## src/logic/tft_timing_pkg.sv

```systemverilog
// shared constants, modes and carriers of the source timing front end
package tft_timing_pkg;
  // clock and internal pattern pixel rate
  localparam int SYS_PERIOD_NS = 20;
  localparam int PAT_PERIOD_NS = 40;
  localparam int PAT_DIV = (PAT_PERIOD_NS + SYS_PERIOD_NS - 1) / SYS_PERIOD_NS;
  localparam logic [3:0] PAT_LAST = 4'(PAT_DIV - 1);
  localparam logic [1:0] SYNC_SETTLE = 2'h2;

  // resolution codes
  typedef enum logic [1:0] {
    RES_800X480 = 2'b00,
    RES_800X600 = 2'b01,
    RES_400X480 = 2'b10,
    RES_400X240 = 2'b11
  } res_t;

  // line and frame geometry, in pixel ticks and lines
  localparam logic [10:0] H_ACT_800 = 11'h320;
  localparam logic [10:0] H_ACT_400 = 11'h190;
  localparam logic [10:0] V_ACT_480 = 11'h1e0;
  localparam logic [10:0] V_ACT_600 = 11'h258;
  localparam logic [10:0] V_ACT_240 = 11'h0f0;
  localparam logic [10:0] H_BACK = 11'h02e;
  localparam logic [10:0] V_BACK = 11'h017;
  localparam logic [10:0] PAT_HFRONT = 11'h010;
  localparam logic [10:0] PAT_VFRONT = 11'h007;
  localparam logic [10:0] CNT_MAX = 11'h7ff;
  localparam logic [10:0] CKV_TICKS = 11'h008;
  localparam logic [10:0] OEV_TICKS = 11'h00c;

  // column mapping
  localparam logic [10:0] PIX_PER_CHIP = 11'h190;
  localparam logic [10:0] LAST_TRIPLET = 11'h4ad;
  localparam int GRAY_W = 6;
  localparam logic [5:0] GRAY_MAX = 6'h3f;

  // multi-function bus layout for gate signals
  localparam int MIO_W = 18;
  localparam int MIO_OE = 2;
  localparam int MIO_DIR = 4;
  localparam int MIO_CLK = 6;
  localparam int MIO_STA = 8;
  localparam int MIO_STB = 10;
  localparam int MIO_STA2 = 12;
  localparam int MIO_LOAD = 16;
  localparam logic [17:0] GATE_MASK = 18'h11554;
  localparam logic [17:0] ALL_MASK = 18'h3ffff;

  typedef struct packed {
    res_t res;
    logic dither_disable;
    logic frame_rate_dither;
    logic sample_edge_select;
    logic dual_gate_enable;
    logic standby_n;
    logic primary_role_select;
    logic primary_side_select;
    logic source_shift_direction;
    logic gate_scan_direction;
    logic self_pattern_enable;
    logic chain_enable;
    logic white_default_select;
    logic data_invert;
    logic de_mode;
  } cfg_t;

  localparam cfg_t CFG_DEFAULT = '{res: RES_800X480, dither_disable: 1'h1,
    frame_rate_dither: 1'h1, sample_edge_select: 1'h0, dual_gate_enable: 1'h0,
    standby_n: 1'h1, primary_role_select: 1'h1, primary_side_select: 1'h0,
    source_shift_direction: 1'h1, gate_scan_direction: 1'h0,
    self_pattern_enable: 1'h0, chain_enable: 1'h1, white_default_select: 1'h1,
    data_invert: 1'h0, de_mode: 1'h1};

  typedef struct packed {
    logic [7:0] red;
    logic [7:0] green;
    logic [7:0] blue;
  } pix_in_t;

  typedef struct packed {
    logic pclk;
    logic hs_n;
    logic vs_n;
    logic de;
    pix_in_t pix;
    cfg_t cfg;
  } pin_bundle_t;

  localparam pin_bundle_t PINS_IDLE = '{pclk: 1'h0, hs_n: 1'h1, vs_n: 1'h1, de: 1'h0,
    pix: '0, cfg: CFG_DEFAULT};

  typedef struct packed {
    logic valid;
    logic [10:0] column;
    logic [5:0] red;
    logic [5:0] green;
    logic [5:0] blue;
    logic polarity;
  } pix_out_t;

  typedef struct packed {
    logic vstart_a;
    logic vstart_b;
    logic dir;
    logic oe;
    logic shift_clk;
    logic load_n;
  } gate_t;

  localparam gate_t GATE_IDLE = '{vstart_a: 1'h0, vstart_b: 1'h0, dir: 1'h0, oe: 1'h0,
    shift_clk: 1'h0, load_n: 1'h1};
endpackage

```

## src/logic/pin_sync.sv

```systemverilog
// two-flop synchroniser for a vector of pin inputs
`timescale 1ns/1ns
`default_nettype none
module pin_sync #(
  parameter int W = 1,
  parameter logic [W-1:0] RST_VAL = '0
) (
  // clock and reset
  input wire logic clk,
  input wire logic rstn,
  // pins in, synchronised copy out
  input wire logic [W-1:0] d,
  output logic [W-1:0] q_ff
);
  logic [W-1:0] meta_ff;

  always_ff @(posedge clk or negedge rstn) begin
    if (!rstn) begin
      meta_ff <= RST_VAL;
      q_ff <= RST_VAL;
    end else begin
      meta_ff <= d;
      q_ff <= meta_ff;
    end
  end
endmodule
`default_nettype wire

```

## src/logic/tft_source_timing_pin_config.sv

```systemverilog
// pin-configured timing front end of a 1200-channel source driver
`timescale 1ns/1ns
`default_nettype none
module tft_source_timing_pin_config (
  // clock and reset
  input wire logic clk_sys,
  input wire logic resetn,
  // parallel video from host
  input wire logic [7:0] red_in,
  input wire logic [7:0] green_in,
  input wire logic [7:0] blue_in,
  input wire logic pixel_clock_in,
  input wire logic line_sync_n,
  input wire logic frame_sync_n,
  input wire logic input_data_valid,
  // configuration pins
  input wire logic [1:0] resolution_select,
  input wire logic dither_disable,
  input wire logic frame_rate_dither,
  input wire logic sample_edge_select,
  input wire logic dual_gate_enable,
  input wire logic standby_n,
  input wire logic primary_role_select,
  input wire logic primary_side_select,
  input wire logic source_shift_direction,
  input wire logic gate_scan_direction,
  input wire logic self_pattern_enable,
  input wire logic chain_enable,
  input wire logic white_default_select,
  input wire logic data_invert,
  input wire logic data_valid_mode,
  // pixel stream to the column stage
  output tft_timing_pkg::pix_out_t column_outputs,
  // multi-function buses and chain clock
  input wire logic [17:0] right_multi_io_in,
  output logic [17:0] right_multi_io_out,
  output logic [17:0] right_multi_io_oe,
  input wire logic [17:0] left_multi_io_in,
  output logic [17:0] left_multi_io_out,
  output logic [17:0] left_multi_io_oe,
  input wire logic chain_clock_in,
  output logic chain_clock_out,
  output logic chain_clock_oe
);
  logic rstMeta_ff;
  logic rstn_ff;
  tft_timing_pkg::pin_bundle_t pinsRaw;
  tft_timing_pkg::pin_bundle_t syncd;
  tft_timing_pkg::cfg_t cfg_ff;
  logic [1:0] settleCnt_ff;
  logic cfgValid_ff;
  logic pclkPrev_ff, hsPrev_ff, vsPrev_ff, dePrev_ff, activePrev_ff;
  logic [3:0] patCnt_ff;
  logic [10:0] hCnt_ff, vCnt_ff, pixCnt_ff, lineCnt_ff;
  logic [1:0] frameCnt_ff;
  logic vstartOn_ff, loadPulse_ff, chainClk_ff;
  logic [17:0] fwdData_ff;
  tft_timing_pkg::gate_t gate_ff;
  tft_timing_pkg::gate_t nxt_gate;
  tft_timing_pkg::pix_out_t nxt_pixOut;

  // partner-to-primary traffic is not consumed here; these inputs are only terminated
  wire unusedIn = ^{right_multi_io_in, left_multi_io_in, chain_clock_in};

  // reset release through two flops
  always_ff @(posedge clk_sys or negedge resetn) begin
    if (!resetn) begin
      rstMeta_ff <= 1'h0;
      rstn_ff <= 1'h0;
    end else begin
      rstMeta_ff <= 1'h1;
      rstn_ff <= rstMeta_ff;
    end
  end

  // 18-bit hosts tie the low bits low; nothing to do on this side
  assign pinsRaw = '{pclk: pixel_clock_in, hs_n: line_sync_n, vs_n: frame_sync_n,
    de: input_data_valid, pix: '{red: red_in, green: green_in, blue: blue_in},
    cfg: '{res: tft_timing_pkg::res_t'(resolution_select), dither_disable: dither_disable,
      frame_rate_dither: frame_rate_dither, sample_edge_select: sample_edge_select,
      dual_gate_enable: dual_gate_enable, standby_n: standby_n,
      primary_role_select: primary_role_select, primary_side_select: primary_side_select,
      source_shift_direction: source_shift_direction,
      gate_scan_direction: gate_scan_direction, self_pattern_enable: self_pattern_enable,
      chain_enable: chain_enable, white_default_select: white_default_select,
      data_invert: data_invert, de_mode: data_valid_mode}};

  // pixel clock is oversampled; only useful well below half of clk_sys
  pin_sync #(
    .W($bits(tft_timing_pkg::pin_bundle_t)),
    .RST_VAL(tft_timing_pkg::PINS_IDLE)
  ) u_pins (
    .clk(clk_sys),
    .rstn(rstn_ff),
    .d(pinsRaw),
    .q_ff(syncd)
  );

  // standby and self pattern act at once: a stopped host clock gives no frame edge
  wire patternOn = syncd.cfg.self_pattern_enable;
  wire running = syncd.cfg.standby_n & cfgValid_ff;
  wire deMode = cfg_ff.de_mode & ~patternOn;
  wire cascadeOn = cfg_ff.chain_enable & ~cfg_ff.dual_gate_enable;
  wire isPrimary = cfg_ff.primary_role_select;

  wire [10:0] hWidth = cfg_ff.res[1] ? tft_timing_pkg::H_ACT_400 : tft_timing_pkg::H_ACT_800;
  wire [10:0] vHeight = (cfg_ff.res == tft_timing_pkg::RES_800X600) ? tft_timing_pkg::V_ACT_600 :
    (cfg_ff.res == tft_timing_pkg::RES_400X240) ? tft_timing_pkg::V_ACT_240 :
    tft_timing_pkg::V_ACT_480;
  wire [10:0] hActEnd = 11'(tft_timing_pkg::H_BACK + hWidth);
  wire [10:0] vActEnd = 11'(tft_timing_pkg::V_BACK + vHeight);
  wire [10:0] hLast = 11'(hActEnd + tft_timing_pkg::PAT_HFRONT - 11'h001);
  wire [10:0] vLast = 11'(vActEnd + tft_timing_pkg::PAT_VFRONT - 11'h001);

  // pixel tick on the selected edge or from the pattern divider
  wire extRise = syncd.pclk & ~pclkPrev_ff;
  wire extFall = ~syncd.pclk & pclkPrev_ff;
  wire extTick = cfg_ff.sample_edge_select ? extRise : extFall;
  wire patTick = patCnt_ff == tft_timing_pkg::PAT_LAST;
  wire pixTick = running & (patternOn ? patTick : extTick);

  // falling sync edges mark line and frame starts; in data-valid mode a rising data valid marks line starts
  wire hsFall = hsPrev_ff & ~syncd.hs_n;
  wire vsFall = vsPrev_ff & ~syncd.vs_n;
  wire deRise = syncd.de & ~dePrev_ff;
  // hCnt_ff and vCnt_ff park at their maximum after reset; >= lets the pattern start from there
  wire patLineEnd = hCnt_ff >= hLast;
  wire lineStart = pixTick & (patternOn ? patLineEnd : (deMode ? deRise : hsFall));
  wire frameStart = patternOn ? (lineStart & (vCnt_ff >= vLast)) : (pixTick & vsFall);
  wire syncActive = (hCnt_ff >= tft_timing_pkg::H_BACK) && (hCnt_ff < hActEnd) &&
    (vCnt_ff >= tft_timing_pkg::V_BACK) && (vCnt_ff < vActEnd);
  wire activeNow = deMode ? syncd.de : syncActive;
  wire lineEnd = pixTick & activePrev_ff & ~activeNow;

  // configuration capture
  wire cfgLoad = (~cfgValid_ff & (settleCnt_ff == tft_timing_pkg::SYNC_SETTLE)) | frameStart;

  always_ff @(posedge clk_sys or negedge rstn_ff) begin
    if (!rstn_ff) begin
      settleCnt_ff <= 2'h0;
      cfgValid_ff <= 1'h0;
      cfg_ff <= tft_timing_pkg::CFG_DEFAULT;
    end else begin
      if (settleCnt_ff != tft_timing_pkg::SYNC_SETTLE) begin
        settleCnt_ff <= 2'(settleCnt_ff + 2'h1);
      end
      if (cfgLoad) begin
        cfg_ff <= syncd.cfg;
        cfgValid_ff <= 1'h1;
      end
    end
  end

  always_ff @(posedge clk_sys or negedge rstn_ff) begin
    if (!rstn_ff) begin
      pclkPrev_ff <= 1'h0;
      patCnt_ff <= 4'h0;
    end else begin
      pclkPrev_ff <= syncd.pclk;
      patCnt_ff <= patTick ? 4'h0 : 4'(patCnt_ff + 4'h1);
    end
  end

  // raster counters, stepped on pixel ticks only
  always_ff @(posedge clk_sys or negedge rstn_ff) begin
    if (!rstn_ff) begin
      hsPrev_ff <= 1'h1;
      vsPrev_ff <= 1'h1;
      dePrev_ff <= 1'h0;
      activePrev_ff <= 1'h0;
      hCnt_ff <= tft_timing_pkg::CNT_MAX;
      vCnt_ff <= tft_timing_pkg::CNT_MAX;
      pixCnt_ff <= 11'h000;
      lineCnt_ff <= 11'h000;
      frameCnt_ff <= 2'h0;
    end else if (pixTick) begin
      hsPrev_ff <= syncd.hs_n;
      vsPrev_ff <= syncd.vs_n;
      dePrev_ff <= syncd.de;
      activePrev_ff <= activeNow;
      if (lineStart) begin
        hCnt_ff <= 11'h000;
      end else if (hCnt_ff != tft_timing_pkg::CNT_MAX) begin
        hCnt_ff <= 11'(hCnt_ff + 11'h001);
      end
      if (frameStart) begin
        vCnt_ff <= 11'h000;
      end else if (lineStart && vCnt_ff != tft_timing_pkg::CNT_MAX) begin
        vCnt_ff <= 11'(vCnt_ff + 11'h001);
      end
      pixCnt_ff <= activeNow ? 11'(pixCnt_ff + 11'h001) : 11'h000;
      if (frameStart) begin
        lineCnt_ff <= 11'h000;
        frameCnt_ff <= 2'(frameCnt_ff + 2'h1);
      end else if (lineEnd) begin
        lineCnt_ff <= 11'(lineCnt_ff + 11'h001);
      end
    end
  end

  // 8-bit level to 6-bit code, rounding up by frame-rate threshold
  function automatic logic [5:0] toGray(input logic [7:0] v, input logic [1:0] phase,
                                        input logic dith);
    logic [6:0] sum;
    sum = {1'h0, v[7:2]} + {6'h00, (dith && (v[1:0] > phase))};
    toGray = sum[6] ? tft_timing_pkg::GRAY_MAX : sum[5:0];
  endfunction

  // colour bars replace host data in pattern mode
  tft_timing_pkg::pix_in_t pixSrc;
  assign pixSrc = patternOn ? '{red: {8{pixCnt_ff[6]}}, green: {8{pixCnt_ff[7]}},
    blue: {8{pixCnt_ff[8]}}} : syncd.pix;
  wire [1:0] spatial = 2'(pixCnt_ff[1:0] + lineCnt_ff[1:0]);
  wire [1:0] phase = cfg_ff.frame_rate_dither ? 2'(frameCnt_ff + spatial) : frameCnt_ff;
  wire dith = ~cfg_ff.dither_disable;
  // a normally white panel drives the complement code; invert stacks on top
  wire [5:0] flip = {tft_timing_pkg::GRAY_W{cfg_ff.data_invert ^ cfg_ff.white_default_select}};
  wire [5:0] redCode = toGray(pixSrc.red, phase, dith) ^ flip;
  wire [5:0] greenCode = toGray(pixSrc.green, phase, dith) ^ flip;
  wire [5:0] blueCode = toGray(pixSrc.blue, phase, dith) ^ flip;

  // split of an 800-wide line between the two chips
  wire leftChip = isPrimary ~^ cfg_ff.primary_side_select;
  wire wide = cascadeOn & (hWidth == tft_timing_pkg::H_ACT_800);
  wire firstHalf = pixCnt_ff < tft_timing_pkg::PIX_PER_CHIP;
  wire mine = ~wide | (firstHalf == leftChip);
  wire [10:0] localX = (wide & ~firstHalf) ? 11'(pixCnt_ff - tft_timing_pkg::PIX_PER_CHIP) :
    pixCnt_ff;
  wire [10:0] triple = 11'({localX[9:0], 1'h0} + localX);
  wire [10:0] column = cfg_ff.source_shift_direction ? triple :
    11'(tft_timing_pkg::LAST_TRIPLET - triple);
  wire dotPhase = cfg_ff.dual_gate_enable ? pixCnt_ff[1] : pixCnt_ff[0];
  wire forward = isPrimary & wide & ~mine & pixTick & activeNow;

  assign nxt_pixOut = '{valid: pixTick & activeNow & mine, column: column, red: redCode,
    green: greenCode, blue: blueCode, polarity: dotPhase ^ lineCnt_ff[0] ^ frameCnt_ff[0]};

  always_ff @(posedge clk_sys or negedge rstn_ff) begin
    if (!rstn_ff) begin
      column_outputs <= '0;
      fwdData_ff <= 18'h00000;
      chainClk_ff <= 1'h0;
    end else begin
      column_outputs <= nxt_pixOut;
      if (forward) begin
        fwdData_ff <= {redCode, greenCode, blueCode};
        chainClk_ff <= ~chainClk_ff;
      end
    end
  end

  // gate timing
  wire scan = cfg_ff.gate_scan_direction;
  assign nxt_gate = '{vstart_a: vstartOn_ff & scan, vstart_b: vstartOn_ff & ~scan,
    dir: scan, oe: hCnt_ff < tft_timing_pkg::OEV_TICKS,
    shift_clk: hCnt_ff < tft_timing_pkg::CKV_TICKS, load_n: ~loadPulse_ff};

  always_ff @(posedge clk_sys or negedge rstn_ff) begin
    if (!rstn_ff) begin
      vstartOn_ff <= 1'h0;
      loadPulse_ff <= 1'h0;
      gate_ff <= tft_timing_pkg::GATE_IDLE;
    end else begin
      if (frameStart) begin
        vstartOn_ff <= 1'h1;
      end else if (lineStart) begin
        vstartOn_ff <= 1'h0;
      end
      loadPulse_ff <= lineEnd;
      gate_ff <= nxt_gate;
    end
  end

  // bus placement: data toward the partner, gate signals elsewhere
  wire [17:0] gateBus = (18'(gate_ff.oe) << tft_timing_pkg::MIO_OE) |
    (18'(gate_ff.dir) << tft_timing_pkg::MIO_DIR) |
    (18'(gate_ff.shift_clk) << tft_timing_pkg::MIO_CLK) |
    (18'(gate_ff.vstart_a) << tft_timing_pkg::MIO_STA) |
    (18'(gate_ff.vstart_b) << tft_timing_pkg::MIO_STB) |
    (18'(gate_ff.vstart_a) << tft_timing_pkg::MIO_STA2) |
    (18'(gate_ff.load_n) << tft_timing_pkg::MIO_LOAD);
  wire drive = running & isPrimary;
  wire rData = cascadeOn & cfg_ff.primary_side_select;
  wire lData = cascadeOn & ~cfg_ff.primary_side_select;
  wire [17:0] nxt_rOut = rData ? fwdData_ff : gateBus;
  wire [17:0] nxt_lOut = lData ? fwdData_ff : gateBus;
  wire [17:0] nxt_rOe = ~drive ? 18'h00000 :
    (rData ? tft_timing_pkg::ALL_MASK : tft_timing_pkg::GATE_MASK);
  wire [17:0] nxt_lOe = ~drive ? 18'h00000 :
    (lData ? tft_timing_pkg::ALL_MASK : tft_timing_pkg::GATE_MASK);

  always_ff @(posedge clk_sys or negedge rstn_ff) begin
    if (!rstn_ff) begin
      right_multi_io_out <= 18'h00000;
      right_multi_io_oe <= 18'h00000;
      left_multi_io_out <= 18'h00000;
      left_multi_io_oe <= 18'h00000;
      chain_clock_out <= 1'h0;
      chain_clock_oe <= 1'h0;
    end else begin
      right_multi_io_out <= nxt_rOut;
      right_multi_io_oe <= nxt_rOe;
      left_multi_io_out <= nxt_lOut;
      left_multi_io_oe <= nxt_lOe;
      chain_clock_out <= chainClk_ff;
      chain_clock_oe <= drive & cascadeOn;
    end
  end
endmodule
`default_nettype wire

```

## config.mk

```make
export PLATFORM = sky130hd
export DESIGN_NAME = tft_source_timing_pin_config
export DESIGN_NICKNAME = d
export VERILOG_FILES = /design/src/logic/tft_timing_pkg.sv /design/src/logic/pin_sync.sv /design/src/logic/tft_source_timing_pin_config.sv
export SDC_FILE = /design/constraint.sdc
export NUM_CORES = 1
export LEC_CHECK = 0
export ABC_AREA = 1
export ABC_CLOCK_PERIOD_IN_PS = 10500
export BUFFER_PORTS_ARGS = -buffer_cell sky130_fd_sc_hd__buf_2
export CORE_MARGIN = 2
export CORE_UTILIZATION = 29
export CTS_BUF_LIST = sky130_fd_sc_hd__clkbuf_8
export DETAILED_ROUTE_END_ITERATION = 6
export GPL_TIMING_DRIVEN = 0
export PLACE_DENSITY = 0.55
export SLEW_MARGIN = 20
export SYNTH_ARGS = -nofsm -noshare
export SYNTH_HDL_FRONTEND = slang
export SYNTH_SLANG_ARGS = --single-unit
```

## constraint.sdc

```tcl
create_clock -name clk_sys -period 10.5 [get_ports clk_sys]
set_input_delay 2.1 -clock clk_sys [delete_from_list [all_inputs] [get_ports clk_sys]]
set_output_delay 2.1 -clock clk_sys [all_outputs]
set_load 0.01 [all_outputs]
```

# After elaboration in Yosys (flattened, before gate mapping)
# Index checks and enable logic that the tools add are counted.
[op_classes] n_addsub=21 order_cmp=12 n_eq_ne=9 n_mux=33 n_bitwise=61 reduce_logical=15
[ops] operator="$mux 18" n=6
[ops] operator="$mux 11" n=9
[ops] operator="$add 11x1->11 const B" n=4
[ops] operator="$and 1x1->1" n=29
[ops] operator="$mux 24" n=1
[ops] operator="$ge 11x11->1" n=2
[ops] operator="$lt 11x11->1" n=2
[ops] operator="$lt 11x4->1 const B" n=2
[ops] operator="$ne 11x11->1 const B" n=2
[ops] operator="$sub 11x1->11 const B" n=2
[ops] operator="$add 6x1->7" n=3
[ops] operator="$mux 10" n=2
[ops] operator="$mux 6" n=3
[ops] operator="$xor 6x6->6" n=3
[ops] operator="$not 1->1" n=17
[ops] operator="$or 13x17->17" n=1
[ops] operator="$or 11x13->13" n=1
[ops] operator="$add 11x11->11" n=1
[ops] operator="$add 11x3->11 const B" n=1
[ops] operator="$add 11x5->11 const B" n=1
[ops] operator="$add 5x10->11 const A" n=1
[ops] operator="$add 6x10->11 const A" n=1
[ops] operator="$ge 11x5->1 const B" n=1
[ops] operator="$ge 11x6->1 const B" n=1
[ops] operator="other kinds (27)" n=55
[totals] reg_bits=294 input_bits=83 elab_cells=203

# Depth between registers and ports, before layout
[logic_depth] depth_word=11 depth_mapped=21 mapped_depth_nobuf=21

# Modules after synthesis
# From an unflattened synthesis, not the netlist that was laid out.
[unflattened] cells_unflattened=1168 area_unflattened_um2=11350.9
[by_module_without_submodules] module="tft_source_timing_pin_config" n_inst=1 cells_per_inst=1080 area_each_um2=9123.8 seq_area_each_um2=4144.0
[by_module_without_submodules] module="pin_sync" n_inst=1 cells_per_inst=88 area_each_um2=2227.1 seq_area_each_um2=2227.1

# Worst setup path after synthesis
# Ideal clock, no wire load.
[synth_path] path_kind="flip-flop to flip-flop" from="register lineCnt_ff[0]" to="register fwdData_ff[16]" setup_time_ns=0.065 arrival_time_ns=3.106 required_ns=10.435 setup_slack_ns=7.329 stages_incl_launch_ff=18 path_buffers=0 synth_period_minus_slack_ns=3.171 path_cell_list="dfrtp_1 -> fa_1 -> inv_1 -> o21ai_0 -> a21oi_1 -> xor2_1 -> inv_1 -> ha_1 -> a211oi_1 -> ha_1 -> ha_1 -> inv_1 -> nor3_2 -> nand3_1 -> nand3_1 -> xor2_1 -> nand3_1 -> nand2_1"
[synth_rtl] item="start: declaration" line_no="tft_source_timing_pin_config.sv:54" rtl="logic [10:0] hCnt_ff, vCnt_ff, pixCnt_ff, lineCnt_ff;"
[synth_rtl] item="start signal: assignment" line_no="tft_source_timing_pin_config.sv:196" rtl="lineCnt_ff <= 11'(lineCnt_ff + 11'h001);"
[synth_rtl] item="end signal: assignment" line_no="tft_source_timing_pin_config.sv:246" rtl="fwdData_ff <= {redCode, greenCode, blueCode};"
[synth_rtl] item="end: declaration" line_no="tft_source_timing_pin_config.sv:57" rtl="logic [17:0] fwdData_ff;"

==> results.txt <==
status -> finished, final reports clean
grt ovf -> 0
Int Pwr -> 1.97 mW
Synth async-reset ratio -> 100%
reg-to-reg critical path startpoint -> pixCnt_ff[0]
Remaining DRCs -> 0
root buffer cell -> clkbuf_8
Critical Path RT -> 11.02 ns
FF+latch area -> 6370 sq um
Hold Buf Count CTS -> 0
period utilisation layout -> 35.3%
share of power burned in registers -> 43.4%
hold_ws -> 0.343 ns
# H-tree levels -> 2
dpl cell area -> 12900 sq um
R2R cell count -> 17
CTS tree -> built
core area -> 38600 sq um
WS Path Type -> reg -> reg
Leak -> 7.19 nW
layout cells sized above 1 -> 26.9%
top_reg_cell synth -> dfrtp_1
crit path capture -> fwdData_ff[17]
share of the synthesized area in the top cell type -> 44.1%
crit end category -> register
Cell Rows -> 72
final hold vios -> 0
cells resized by post-CTS repair -> 0
Max FO, Critical Path -> 6
via count of the routed design -> 8408
Critical Path Start Type -> register
RSZ-0062 raised after global routing -> no
DR WL/cell -> 14.1 um
layout net count -> 1509
sequential share of the synthesized area -> 56.2%
CTS Sinks -> 252
CTS Buf Count -> 46
Seq cells post-synth -> 252
r2r endpoint -> fwdData_ff[17]
worst slew pin tran -> 0.875 ns
WL met1 -> 12100 um
DR top layer -> met4
routed wire length -> 27200 um
HP Class -> reg -> reg
EDFF count, synth -> 0
mean number of vias per cell -> 4.35
RD Place Congestion -> 0.839
f_max -> 0.270 GHz
# IOs -> 188
cells after synthesis -> 1173
pins over their slew limit -> 0
Post CTS Setup Buffer Count -> 0
number of antenna violations at the first check in global routing -> 0
switch share -> 32.2%
largest net degree at the start of global routing -> 59
Data arrival, critical path -> 4.23 ns
setup tns final -> 0 ns
post-route ant nets -> 0
design area -> 13900 sq um
Switch Pwr -> 0.933 mW
drt pass-1 iters -> 5
Worst slew margin -> 41.4%
synth top area cells -> dfrtp_1 (44%), dfstp_2 (12%), nand2_1 (7.9%)
post-synth cell types -> 49
Final Critical Period -> 3.71 ns
IO Port Bufs -> 150
first-pass GRT wire length -> 43900 um
syn_area_per_cell -> 9.67 sq um
Worst-Skew Late Latency -> 0.60 ns
number of fill cells -> 3952
multi-input logic area -> 4110 sq um
DR WL met2 -> 12900 um
combinational power share -> 22.1%
DRT iter0 DRCs -> 484
power per cell area -> 209 nW/um^2
initial core utilization -> 29.3%
die width -> 202 um
die area -> 40700 sq um
n_diodes -> 0
pre-CTS setup slack -> 6.75 ns
number of global-route vias before repair -> 8407
wire length on met3 -> 1390 um
DP HPWL -> 20300 um
final setup vio count -> 0
gr usage total -> 13.7%
reg2reg setup slack -> 6.79 ns
Peak VDD IR -> 74.0 uV
Die Y -> 202 um
Synth-to-Final Area Change -> 22.2%
dominant cell type by area after synthesis -> dfrtp_1
CP startpoint -> pixCnt_ff[0]
MaxCap Viol Count -> 0
Worst Skew -> 0.0240 ns
setup slack after layout -> 6.79 ns
Yosys warning count -> 0
CTS max path bufs -> 3
Reg clk slew, reported paths -> 0.07 ns
synthesized cell area -> 11300 sq um
Clk pwr share -> 34.6%
cell families after synthesis:
kind of cell               Yosys count  share of synthesized area (%)
other                                1                         0.0331
adders and majority gates           49                           5.54
and+or+nand+nor                    494                           19.6
muxes                                1                         0.0993
DFF                                252                           56.2
buffers and inverters              190                           7.60
AOI/OAI and AO/OA                  131                           6.52
xor gates and xnor gates            55                           4.38
cells in the final DEF, fill, tap and decap left out, types with 6 or more instances in the layout:
| cell type | Yosys | final |
|---|---|---|
| nor2_1 | 86 | 86 |
| a21oi_1 | 31 | 31 |
| xor2_1 | 41 | 41 |
| nand3_1 | 97 | 97 |
| clkbuf_1 | 11 | 11 |
| nand4_1 | 15 | 15 |
| nand2_2 | 12 | 12 |
| buf_4 | 37 | 37 |
| dfrtp_1 | 200 | 199 |
| inv_1 | 120 | 137 |
| o21ai_0 | 48 | 48 |
| a31oi_1 | 11 | 11 |
| nand2_1 | 239 | 239 |
| ha_1 | 47 | 47 |
| dfstp_2 | 52 | 52 |
| clkinv_2 | 1 | 9 |
| o21ai_1 | 17 | 17 |
| or2_2 | 6 | 6 |
| buf_2 | 7 | 157 |
| xnor2_1 | 12 | 12 |
| inv_2 | 14 | 14 |
| nor3_1 | 12 | 12 |
| clkbuf_8 | 0 | 51 |
cell usage after synthesis, types with 5 or more instances:
library cell,count
nand2_1,239
dfrtp_1,200
inv_1,120
nand3_1,97
nor2_1,86
dfstp_2,52
o21ai_0,48
ha_1,47
xor2_1,41
buf_4,37
a21oi_1,31
o21ai_1,17
nand4_1,15
inv_2,14
nand2_2,12
nor3_1,12
xnor2_1,12
a31oi_1,11
clkbuf_1,11
buf_2,7
or2_2,6
nand2_4,5
state kept, by name, indices dropped and copies added, names as in the netlist, 4 cells and up:
signal,flops
u_pins.meta_ff,44
u_pins.q_ff,44
column_outputs,31
fwdData_ff,18
left_multi_io_out,18
right_multi_io_out,18
cfg_ff,12
hCnt_ff,11
pixCnt_ff,11
vCnt_ff,11
gate_ff,6
patCnt_ff,4
worst max-delay path: stages (launching register included):
cell,delay (ns)
dfrtp_1,0.50
fa_1,0.41
inv_1,0.07
o21ai_0,0.08
a21oi_1,0.17
xor2_1,0.18
inv_1,0.11
ha_1,0.32
a211oi_1,0.29
ha_1,0.22
ha_1,0.15
inv_1,0.06
nor3_2,0.30
nand3_1,0.21
nand3_1,0.15
xor2_1,0.25
nand3_1,0.11
nand2_1,0.08
routing by layer:
metal	GRT usage (%)	vias to the layer above
li1	-	4164
met1	17.2	3956
met2	22.7	226
met3	3.32	62
met4	5.23	0
met5	0	-
power by group through the flow:
stage	registers [mW]	logic, mW	clock network [mW]
after detailed placement	1.27	0.650	0
after floorplan	1.28	0.371	0
after global routing	1.28	0.721	1.09
after global placement	1.29	0.620	0
after CTS	1.26	0.653	1.04
final	1.26	0.639	1.00
layout make-up:
cell class              instances  share of cell area, %
flip-flops and latches        252                   46.0
repair buffers                154                   6.21
clock buffers                  51                   5.07
plain buffers                  55                   2.56
multi-input cells             733                   29.7
inverters                     135                   3.67
clock inverters                34                   2.10
well taps                     518                   4.68
metrics by stage:
stage / power [mW] / cells / util (%)
after global routing: 3.08 / 1932 / 35.8
after CTS: 2.96 / 1932 / 35.8
after detailed placement: 1.93 / 1847 / 33.3
after global placement: 1.91 / 1843 / 33.0
after floorplan: 1.66 / 1175 / -
final: 2.90 / 1932 / 35.8
worst min path at each step:
stage | startpoint | end | slack, ns | depth (start not counted)
after floorplan | rstMeta_ff | rstn_ff | 0.33 | 0
after global placement | u_pins.meta_ff[35] | u_pins.q_ff[35] | 0.33 | 0
after detailed placement | u_pins.meta_ff[14] | u_pins.q_ff[14] | 0.33 | 0
after CTS | u_pins.meta_ff[3] | u_pins.q_ff[3] | 0.35 | 0
after global routing | u_pins.meta_ff[3] | u_pins.q_ff[3] | 0.35 | 0
final | u_pins.meta_ff[35] | u_pins.q_ff[35] | 0.34 | 0
(Power assumes the default switching activity.)
